**config.mk**
```make
export PLATFORM = sky130hd
export DESIGN_NAME = ugr_glyph_addr
export DESIGN_NICKNAME = d
export VERILOG_FILES = /design/src/pkg/ugr_pkg.sv /design/src/pkg/ugr_pat_if.sv /design/src/rtl/ugr_glyph_addr.sv /design/src/rtl/ugr_pattern_store.sv
export SDC_FILE = /design/constraint.sdc
export NUM_CORES = 1
export LEC_CHECK = 0
export BUFFER_PORTS_ARGS = -buffer_cell sky130_fd_sc_hd__buf_2
export CAP_MARGIN = 10
export CORE_MARGIN = 1.5
export CORE_UTILIZATION = 45
export DETAILED_ROUTE_END_ITERATION = 10
export SLEW_MARGIN = 20
export SYNTH_ARGS = -nofsm -noshare
export SYNTH_HDL_FRONTEND = slang
export SYNTH_HIERARCHICAL = 1
export SYNTH_SLANG_ARGS = --single-unit
```
**constraint.sdc**
```tcl
create_clock -name clk_in -period 4.88 [get_ports clk_in]
set_input_delay 0.732 -clock clk_in [delete_from_list [all_inputs] [get_ports clk_in]]
set_output_delay 0.732 -clock clk_in [all_outputs]
set_load 0.01 [all_outputs]
```
**src/pkg/ugr_pkg.sv**
```systemverilog
// Constants and types shared by the user glyph RAM addressing block.
package ugr_pkg;
    // ------------------------------------------------------------
    // Widths
    // ------------------------------------------------------------
    localparam int PTR_W = 7;
    localparam int DOT_W = 5;
    localparam int LINE_W = 3;
    localparam int CODE_W = 8;
    localparam int COL_W = 5;
    // ------------------------------------------------------------
    // Field positions and values
    // ------------------------------------------------------------
    localparam int CODE_IDX_LSB = 0;
    localparam int CODE_IDX_MSB = 3;
    localparam int CODE_BANK_LSB = 4;
    localparam int CODE_BANK_MSB = 7;
    localparam int PAT_LOAD_MSB = 5;
    localparam logic [LINE_W-1:0] CURSOR_LINE = 3'h7;
    localparam logic [DOT_W-1:0] CURSOR_DOTS = 5'h1f;
    localparam logic [3:0] PAT_BANK = 4'h0;
    // ------------------------------------------------------------
    // Text address map
    // ------------------------------------------------------------
    localparam logic [PTR_W-1:0] ONE_LINE_LAST = 7'h4f;
    localparam logic [PTR_W-1:0] TWO_LINE_LAST = 7'h27;
    localparam logic [PTR_W-1:0] TWO_LINE_BASE2 = 7'h40;
    localparam logic [PTR_W-1:0] FOUR_LINE_LAST = 7'h13;
    localparam logic [PTR_W-1:0] FOUR_LINE_STEP = 7'h20;
    localparam logic [PTR_W-1:0] SPLIT_HALF_LEN = 7'h28;
    localparam logic [COL_W-1:0] SPLIT_HALF_COLS = 5'h0c;
    // ------------------------------------------------------------
    // Reset values
    // ------------------------------------------------------------
    localparam logic RST_ENTRY_UP = 1'b1;
    localparam logic RST_MUX_SEL = 1'b0;
    localparam logic RST_LINE_CNT = 1'b0;
    localparam logic [PTR_W-1:0] RST_PTR = 7'h00;
    // ------------------------------------------------------------
    // Types
    // ------------------------------------------------------------
    typedef enum logic [2:0] {
        OP_NOP, OP_SET_PAT_ADDR, OP_SET_TEXT_ADDR, OP_WRITE, OP_READ,
        OP_ENTRY, OP_CONFIG, OP_SHIFT
    } ugr_op_t;
    typedef enum logic [1:0] {MODE_SPLIT, MODE_TWO, MODE_FOUR} ugr_mode_t;
endpackage

```
**src/pkg/ugr_pat_if.sv**
```systemverilog
// Connection between the addressing logic and the pattern store.
`timescale 1ns/10ps
`default_nettype none
interface ugr_pat_if;
    import ugr_pkg::*;
    logic wr_en;
    logic [PTR_W-1:0] wr_addr;
    logic [DOT_W-1:0] wr_data;
    logic [PTR_W-1:0] disp_addr;
    logic [DOT_W-1:0] disp_data;
    logic [PTR_W-1:0] host_addr;
    logic [DOT_W-1:0] host_data;
    modport ctrl (output wr_en, wr_addr, wr_data, disp_addr, host_addr,
        input disp_data, host_data);
    modport store (input wr_en, wr_addr, wr_data, disp_addr, host_addr,
        output disp_data, host_data);
endinterface
`default_nettype wire

```
**src/rtl/ugr_glyph_addr.sv**
```systemverilog
// User glyph RAM addressing: pointer, text wrap and dot generation.
`timescale 1ns/10ps
`default_nettype none
module ugr_glyph_addr
    import ugr_pkg::*;
#(
    parameter int PAT_DEPTH = 128
) (
    // Clock and reset
    input wire logic clk_in,
    input wire logic rst_n_in,
    // Host command port
    input wire logic cmd_valid_in,
    input wire ugr_op_t cmd_in,
    input wire logic [CODE_W-1:0] cmd_data_in,
    output logic [PTR_W-1:0] address_pointer_out,
    output logic [DOT_W-1:0] read_data_out,
    output logic read_valid_out,
    // Display scan port
    input wire logic [CODE_W-1:0] char_code_in,
    input wire logic [LINE_W-1:0] dot_line_in,
    input wire logic cursor_here_in,
    input wire logic [DOT_W-1:0] rom_dots_in,
    input wire logic [COL_W-1:0] scan_col_in,
    input wire logic [1:0] scan_row_in,
    output logic [DOT_W-1:0] columns_out,
    output logic pattern_sel_out,
    output logic [PTR_W-1:0] text_addr_out
);
    typedef struct packed {
        logic [PTR_W-1:0] ptr;
        logic to_pattern;
        logic entry_up;
        logic mux_sel;
        logic line_cnt;
        logic [PTR_W-1:0] shift;
        logic rd_pend;
        logic rd_valid;
        logic [DOT_W-1:0] rd_data;
        logic s1_pat;
        logic s1_cursor_line;
        logic [DOT_W-1:0] s1_rom;
        logic [DOT_W-1:0] cols;
        logic pat_sel;
        logic [PTR_W-1:0] text_addr;
    } ugr_state_t;

    ugr_state_t st_r;
    ugr_state_t st_nxt;
    ugr_pat_if pat ();

    // ------------------------------------------------------------
    // Decoding helpers
    // ------------------------------------------------------------
    function automatic ugr_mode_t mode_of(input logic m, input logic n);
        if (m && n) begin
            mode_of = MODE_FOUR;
        end else if (n) begin
            mode_of = MODE_TWO;
        end else begin
            mode_of = MODE_SPLIT;
        end
    endfunction

    function automatic logic [PTR_W-1:0] period_of(input ugr_mode_t md);
        case (md)
            MODE_TWO: period_of = TWO_LINE_LAST + 7'h01;
            MODE_FOUR: period_of = FOUR_LINE_LAST + 7'h01;
            default: period_of = SPLIT_HALF_LEN;
        endcase
    endfunction

    function automatic logic [PTR_W-1:0] step_text(input logic [PTR_W-1:0] p,
        input logic up, input ugr_mode_t md);
        logic [PTR_W-1:0] base;
        logic [PTR_W-1:0] last;
        base = '0;
        last = '0;
        case (md)
            MODE_TWO: begin
                base = p & TWO_LINE_BASE2;
                last = base + TWO_LINE_LAST;
                if (up) begin
                    step_text = (p == last) ? (base ^ TWO_LINE_BASE2) : p + 7'h01;
                end else begin
                    step_text = (p == base) ? ((base ^ TWO_LINE_BASE2) + TWO_LINE_LAST)
                        : p - 7'h01;
                end
            end
            MODE_FOUR: begin
                base = p & 7'h60;
                last = base + FOUR_LINE_LAST;
                if (up) begin
                    step_text = (p == last) ? base + FOUR_LINE_STEP : p + 7'h01;
                end else begin
                    step_text = (p == base) ? base - FOUR_LINE_STEP + FOUR_LINE_LAST
                        : p - 7'h01;
                end
            end
            default: begin
                if (up) begin
                    step_text = (p >= ONE_LINE_LAST) ? RST_PTR : p + 7'h01;
                end else begin
                    step_text = (p == RST_PTR) ? ONE_LINE_LAST : p - 7'h01;
                end
            end
        endcase
    endfunction

    // ------------------------------------------------------------
    // Next state
    // ------------------------------------------------------------
    always_comb begin
        ugr_mode_t md;
        logic [PTR_W-1:0] per;
        logic [PTR_W-1:0] pos;
        logic [PTR_W-1:0] base;
        logic [PTR_W-1:0] sum;
        logic [DOT_W-1:0] dots;
        md = mode_of(st_r.mux_sel, st_r.line_cnt);
        per = period_of(md);
        pos = '0;
        base = '0;
        sum = '0;
        dots = '0;
        st_nxt = st_r;
        st_nxt.rd_valid = st_r.rd_pend;
        st_nxt.rd_pend = 1'b0;
        if (st_r.rd_pend) begin
            st_nxt.rd_data = pat.host_data;
        end
        if (cmd_valid_in) begin
            case (cmd_in)
                OP_SET_PAT_ADDR: begin
                    st_nxt.to_pattern = 1'b1;
                    st_nxt.ptr[PAT_LOAD_MSB:0] = cmd_data_in[PAT_LOAD_MSB:0];
                end
                OP_SET_TEXT_ADDR: begin
                    st_nxt.to_pattern = 1'b0;
                    st_nxt.ptr = cmd_data_in[PTR_W-1:0];
                end
                OP_WRITE, OP_READ: begin
                    st_nxt.rd_pend = (cmd_in == OP_READ) && st_r.to_pattern;
                    if (st_r.to_pattern) begin
                        st_nxt.ptr = st_r.entry_up ? st_r.ptr + 7'h01
                            : st_r.ptr - 7'h01;
                    end else begin
                        st_nxt.ptr = step_text(st_r.ptr, st_r.entry_up, md);
                    end
                end
                OP_ENTRY: begin
                    st_nxt.entry_up = cmd_data_in[1];
                end
                OP_CONFIG: begin
                    st_nxt.mux_sel = cmd_data_in[1];
                    st_nxt.line_cnt = cmd_data_in[0];
                    st_nxt.shift = '0;
                end
                OP_SHIFT: begin
                    if (cmd_data_in[0]) begin
                        st_nxt.shift = (st_r.shift == RST_PTR) ? per - 7'h01
                            : st_r.shift - 7'h01;
                    end else begin
                        st_nxt.shift = (st_r.shift >= per - 7'h01) ? RST_PTR
                            : st_r.shift + 7'h01;
                    end
                end
                default: begin
                end
            endcase
        end
        // Display pipeline stage one: address presented to the store.
        st_nxt.s1_pat = (char_code_in[CODE_BANK_MSB:CODE_BANK_LSB] == PAT_BANK);
        st_nxt.s1_cursor_line = cursor_here_in && (dot_line_in == CURSOR_LINE);
        st_nxt.s1_rom = rom_dots_in;
        // Display pipeline stage two: dots to the column drivers.
        dots = st_r.s1_pat ? pat.disp_data : st_r.s1_rom;
        if (st_r.s1_cursor_line) begin
            dots = dots | CURSOR_DOTS;
        end
        st_nxt.cols = {dots[0], dots[1], dots[2], dots[3], dots[4]};
        st_nxt.pat_sel = st_r.s1_pat;
        // Scan position to text address.
        case (md)
            MODE_TWO: begin
                pos = {2'h0, scan_col_in};
                base = scan_row_in[0] ? TWO_LINE_BASE2 : RST_PTR;
            end
            MODE_FOUR: begin
                pos = {2'h0, scan_col_in};
                base = FOUR_LINE_STEP * {5'h00, scan_row_in};
            end
            default: begin
                if (scan_col_in >= SPLIT_HALF_COLS) begin
                    pos = {2'h0, scan_col_in - SPLIT_HALF_COLS};
                    base = SPLIT_HALF_LEN;
                end else begin
                    pos = {2'h0, scan_col_in};
                    base = RST_PTR;
                end
            end
        endcase
        sum = pos + st_r.shift;
        if (sum >= per) begin
            sum = sum - per;
        end
        st_nxt.text_addr = base + sum;
    end

    always_ff @(posedge clk_in or negedge rst_n_in) begin
        if (!rst_n_in) begin
            st_r <= '0;
            st_r.ptr <= RST_PTR;
            st_r.entry_up <= RST_ENTRY_UP;
            st_r.mux_sel <= RST_MUX_SEL;
            st_r.line_cnt <= RST_LINE_CNT;
        end else begin
            st_r <= st_nxt;
        end
    end

    // ------------------------------------------------------------
    // Pattern store
    // ------------------------------------------------------------
    assign pat.wr_en = cmd_valid_in && (cmd_in == OP_WRITE) && st_r.to_pattern;
    assign pat.wr_addr = st_r.ptr;
    assign pat.wr_data = cmd_data_in[DOT_W-1:0];
    assign pat.host_addr = st_r.ptr;
    assign pat.disp_addr = {char_code_in[CODE_IDX_MSB:CODE_IDX_LSB], dot_line_in};

    ugr_pattern_store #(
        .DEPTH(PAT_DEPTH)
    ) u_store (
        .clk_in(clk_in),
        .rst_n_in(rst_n_in),
        .pat(pat.store)
    );

    assign address_pointer_out = st_r.ptr;
    assign read_data_out = st_r.rd_data;
    assign read_valid_out = st_r.rd_valid;
    assign columns_out = st_r.cols;
    assign pattern_sel_out = st_r.pat_sel;
    assign text_addr_out = st_r.text_addr;
endmodule
`default_nettype wire

```
**src/rtl/ugr_pattern_store.sv**
```systemverilog
// User pattern RAM with one write port and two registered read ports.
`timescale 1ns/10ps
`default_nettype none
module ugr_pattern_store
    import ugr_pkg::*;
#(
    parameter int DEPTH = 128
) (
    // Clock and reset
    input wire logic clk_in,
    input wire logic rst_n_in,
    // Pattern port
    ugr_pat_if.store pat
);
    typedef struct packed {
        logic [DOT_W-1:0] disp;
        logic [DOT_W-1:0] host;
    } ugr_store_t;

    logic [DOT_W-1:0] mem [DEPTH];
    ugr_store_t st_r;
    ugr_store_t st_nxt;

    always_comb begin
        st_nxt.disp = mem[pat.disp_addr];
        st_nxt.host = mem[pat.host_addr];
    end

    always_ff @(posedge clk_in or negedge rst_n_in) begin
        if (!rst_n_in) begin
            st_r <= '0;
        end else begin
            st_r <= st_nxt;
        end
    end

    always_ff @(posedge clk_in) begin
        if (pat.wr_en) begin
            mem[pat.wr_addr] <= pat.wr_data;
        end
    end

    assign pat.disp_data = st_r.disp;
    assign pat.host_data = st_r.host;
endmodule
`default_nettype wire

```
==> flow_summary_export.csv <==
group,metric,value,unit
status,outcome,"finished, final reports clean",
critical_path,critical_path_class,"in -> reg",
detailed_routing,final_antenna_net_count,0,
logic_synthesis,synthAdderAreaFrac,0.0104,
cts,cts_made_buffers,75,
critical_path,startpoint_type,"input pin",
global_route,grt_use_total,0.236,
global_route,grt_pass1_vias,19000,
final_layout,layout-drive-gt1-share,0.361,
final_layout,final_cell_area,0.0376,sq mm
logic_synthesis,synth_ff_type,"edfxtp_1",
sta,finalHoldViolCount,0,
detailed_routing,met1_length,36200,um
detailed_routing,drt-total-wl,89100,um
global_route,antenna_found_initial,4,
global_route,grt_pass1_wl,131000,um
logic_synthesis,synth_cell_types,65,
placement,port_buffers,62,
placement,dp_hpwl,57700,um
logic_synthesis,postSynthAreaPerCell,19.1,sq um
logic_synthesis,synth_nets,1833,
floorplanning,start_util,0.454,
sta,finalCriticalPeriod,4160,ps
final_layout,fill_cells,5932,
logic_synthesis,synth_edf_count,640,
sta,skew,23.0,ps
logic_synthesis,synth_area,0.0338,sq mm
floorplanning,die_h,277,um
logic_synthesis,synth_warnings,6,
logic_synthesis,synth-simple-area-share,0.0400,
detailed_routing,dr_wl_met3,8440,um
sta,rsz0062_at_grt,"false",
logic_synthesis,ys_seq_elements,695,
global_route,grt.overflow.total,0,
floorplanning,rows,100,
worst_hold_path,hold_class,"in -> reg",
cts,cts_tree,"built",
detailed_routing,drc,0,
logic_synthesis,synth_mux_area_frac,0.288,
global_route,grt_max_degree,91,
sta,final.setup.tns,0,ps
cts,insertion_delay,630,ps
logic_synthesis,synth-compound-area-share,0.0220,
cts,root_buffer,"clkbuf_16",
detailed_routing,firstDrtPassIters,6,
critical_path,required,5370,ps
floorplanning,ios,64,
cts,cts.reportedPaths.clkPinSlew,60,ps
detailed_routing,routed_via_density,6.47,
logic_synthesis,synth_top_family_by_area,"multiplexers",
power_and_ir_drop,power_density,417,mW/mm^2
placement,gp_congestion,0.854,
logic_synthesis,seq_area_frac_synth,0.609,
sta,fmaxAchievable,240,MHz
critical_path,arrival,4650,ps
cts,cts_sinks,695,
sta,slew_headroom,0.327,
floorplanning,fp.dieArea,0.0768,sq mm
critical_path,cp-end-kind,"register",
detailed_routing,routedWlPerCell,31.3,um
logic_synthesis,yosys.area.top_type_share,0.568,
sta,tightest_slew,1010,ps
final_layout,final_nets,1880,
power_and_ir_drop,peakVddDrop,240,uV
floorplanning,design.core.area,0.0744,sq mm
detailed_routing,highest_layer,"met5",
floorplanning,die_width,277,um
flow_run,max-cap-violations,0,
placement,place_area,0.0353,sq mm
sta,fin_crit_sh,0.853,
detailed_routing,dr_wl_met2,42400,um
cts,clk_path_buf_depth,3,
power_and_ir_drop,power_leakage,12.0,nW
logic_synthesis,synth_xor_xnor_area_share,0.00621,
final_layout,synthToLayoutAreaGrowth,11.1,%
cts,cts_resized,0,
logic_synthesis,yosys.area.top_type,"edfxtp_1",
logic_synthesis,synthArstFlopShare,0.0791,
cts,postCtsHoldBufs,0,
logic_synthesis,synth.top_cells.by_area,"edfxtp_1 (57%), mux4_2 (28%), dfrtp_1 (4.0%)",
sta,hold_ws,206,ps
critical_path,cp_max_fo,4,
cts,cts.htree.levels,3,
detailed_routing,drt_iter0_drc,2096,
cts,post-cts-setup-buffer-count,0,
sta,setup_viol,0,
detailed_routing,num_vias,18400,
logic_synthesis,synth_cells,1768,
sta,maxSlewViolCount,0,
==> worst paths after layout <==
kind | slack, ps | to | depth (start not counted) | from
setup reg to reg | 820 | text_addr_out[6] | 16 | st_r[34]
hold reg to reg | 470 | columns_out[1] | 1 | u_store/pat.disp_data[3]
min in group asynchronous | 240 | address_pointer_out[6] | 2 | rst_n_in
hold / removal | 210 | st_r[13] | 1 | rom_dots_in[0]
setup / recovery | 720 | text_addr_out[6] | 19 | scan_col_in[2]
max in group asynchronous | 4110 | address_pointer_out[2] | 2 | rst_n_in
==> area by class of cell <==
type                    instances  area [sq um]  share of cell area
diodes                          2          5.00            0.000133
repair buffers                125           993              0.0264
multi-input cells             899         12400               0.330
inverters                      19          71.3             0.00190
clock inverters                33           273             0.00726
well taps                     969          1210              0.0323
clock buffers                 103          2030              0.0541
flip-flops and latches        695         20600               0.548
==> Yosys cell counts, drive strengths merged, types with 2 or more instances <==
library cell / count
nand2: 43
a221o: 2
nand2b: 7
ha: 25
fa: 2
nand3: 23
nor4: 2
clkbuf: 77
o221ai: 2
a22o: 2
or3: 3
a21oi: 22
mux2i: 3
o32ai: 4
nor3: 20
and2: 2
xor2: 12
mux2: 21
a21boi: 3
xnor2: 12
inv: 18
o311a: 2
a211oi: 3
and3: 4
or3b: 4
and4: 2
edfxtp: 640
a21o: 6
nand3b: 5
nor3b: 4
nor2: 146
mux4: 420
buf: 78
o211ai: 3
o21ai: 32
a31oi: 6
nor2b: 13
nor4b: 3
a211o: 9
dfrtp: 54
nand4: 6
o22ai: 5
==> cells by family after synthesis <==
| kind of cell | count (synthesis) |
|---|---|
| AOI/OAI and AO/OA | 113 |
| muxes | 444 |
| and+or+nand+nor | 291 |
| adders and majority gates | 27 |
| xor gates and xnor gates | 24 |
| buffers and inverters | 174 |
| DFF | 695 |
==> placed cells by master (no fill, tap or decap), types with 25 or more instances in the layout <==
| cell | instances |
|---|---|
| edfxtp_1 | 640 |
| mux4_2 | 420 |
| buf_2 | 54 |
| clkbuf_1 | 25 |
| nand2_1 | 43 |
| buf_4 | 54 |
| nor2_1 | 146 |
| o21ai_0 | 30 |
| dfrtp_1 | 50 |
| clkbuf_16 | 77 |
| ha_1 | 25 |
==> power breakdown <==
part	switching, mW	internal, mW	total [mW]
Clock	2.34	3.09	5.43
Combinational	1.71	1.60	3.31
Sequential	0.309	6.64	6.95
Total	4.36	11.3	15.7
==> per-stage QoR <==
stage,utilization,cells,total power [mW],setup slack [ps]
global route,0.505,2843,16.3,403
detailed placement,0.474,2707,10.4,103
global placement,0.474,2707,10.4,101
finish,0.505,2845,15.7,715
floorplan,-,1768,9.30,397
CTS,0.505,2843,15.8,711
==> routing by layer <==
metal | vias to the layer above | GRT usage
li1 | 7564 | -
met1 | 9865 | 0.330
met2 | 864 | 0.366
met3 | 123 | 0.0623
met4 | 2 | 0.0686
met5 | - | 0
==> registers in the layout, summed over array words and instances, names as in the netlist <==
name	flops
st_nxt	2
address_pointer_out	7
pattern_sel_out	1
u_store/pat.disp_data	5
u_store/pat.host_data	5
columns_out	5
read_valid_out	1
read_data_out	5
st_r	17
text_addr_out	7
u_store/mem	640
==> critical path, stage by stage <==
cell and delay, ps:
buf_2 120, ha_1 190, a221oi_1 80, nor2_1 310, mux2_2 400, ha_1 340, a21oi_1 160, nand2_1 80
xnor2_1 180, inv_1 70, ha_1 310, and4b_1 180, a21oi_1 140, a31oi_1 120, nor2_1 190, mux2_2 360
ha_1 300, a41o_1 220, xor2_1 160
Note: power is estimated with default switching activity, not from simulation.
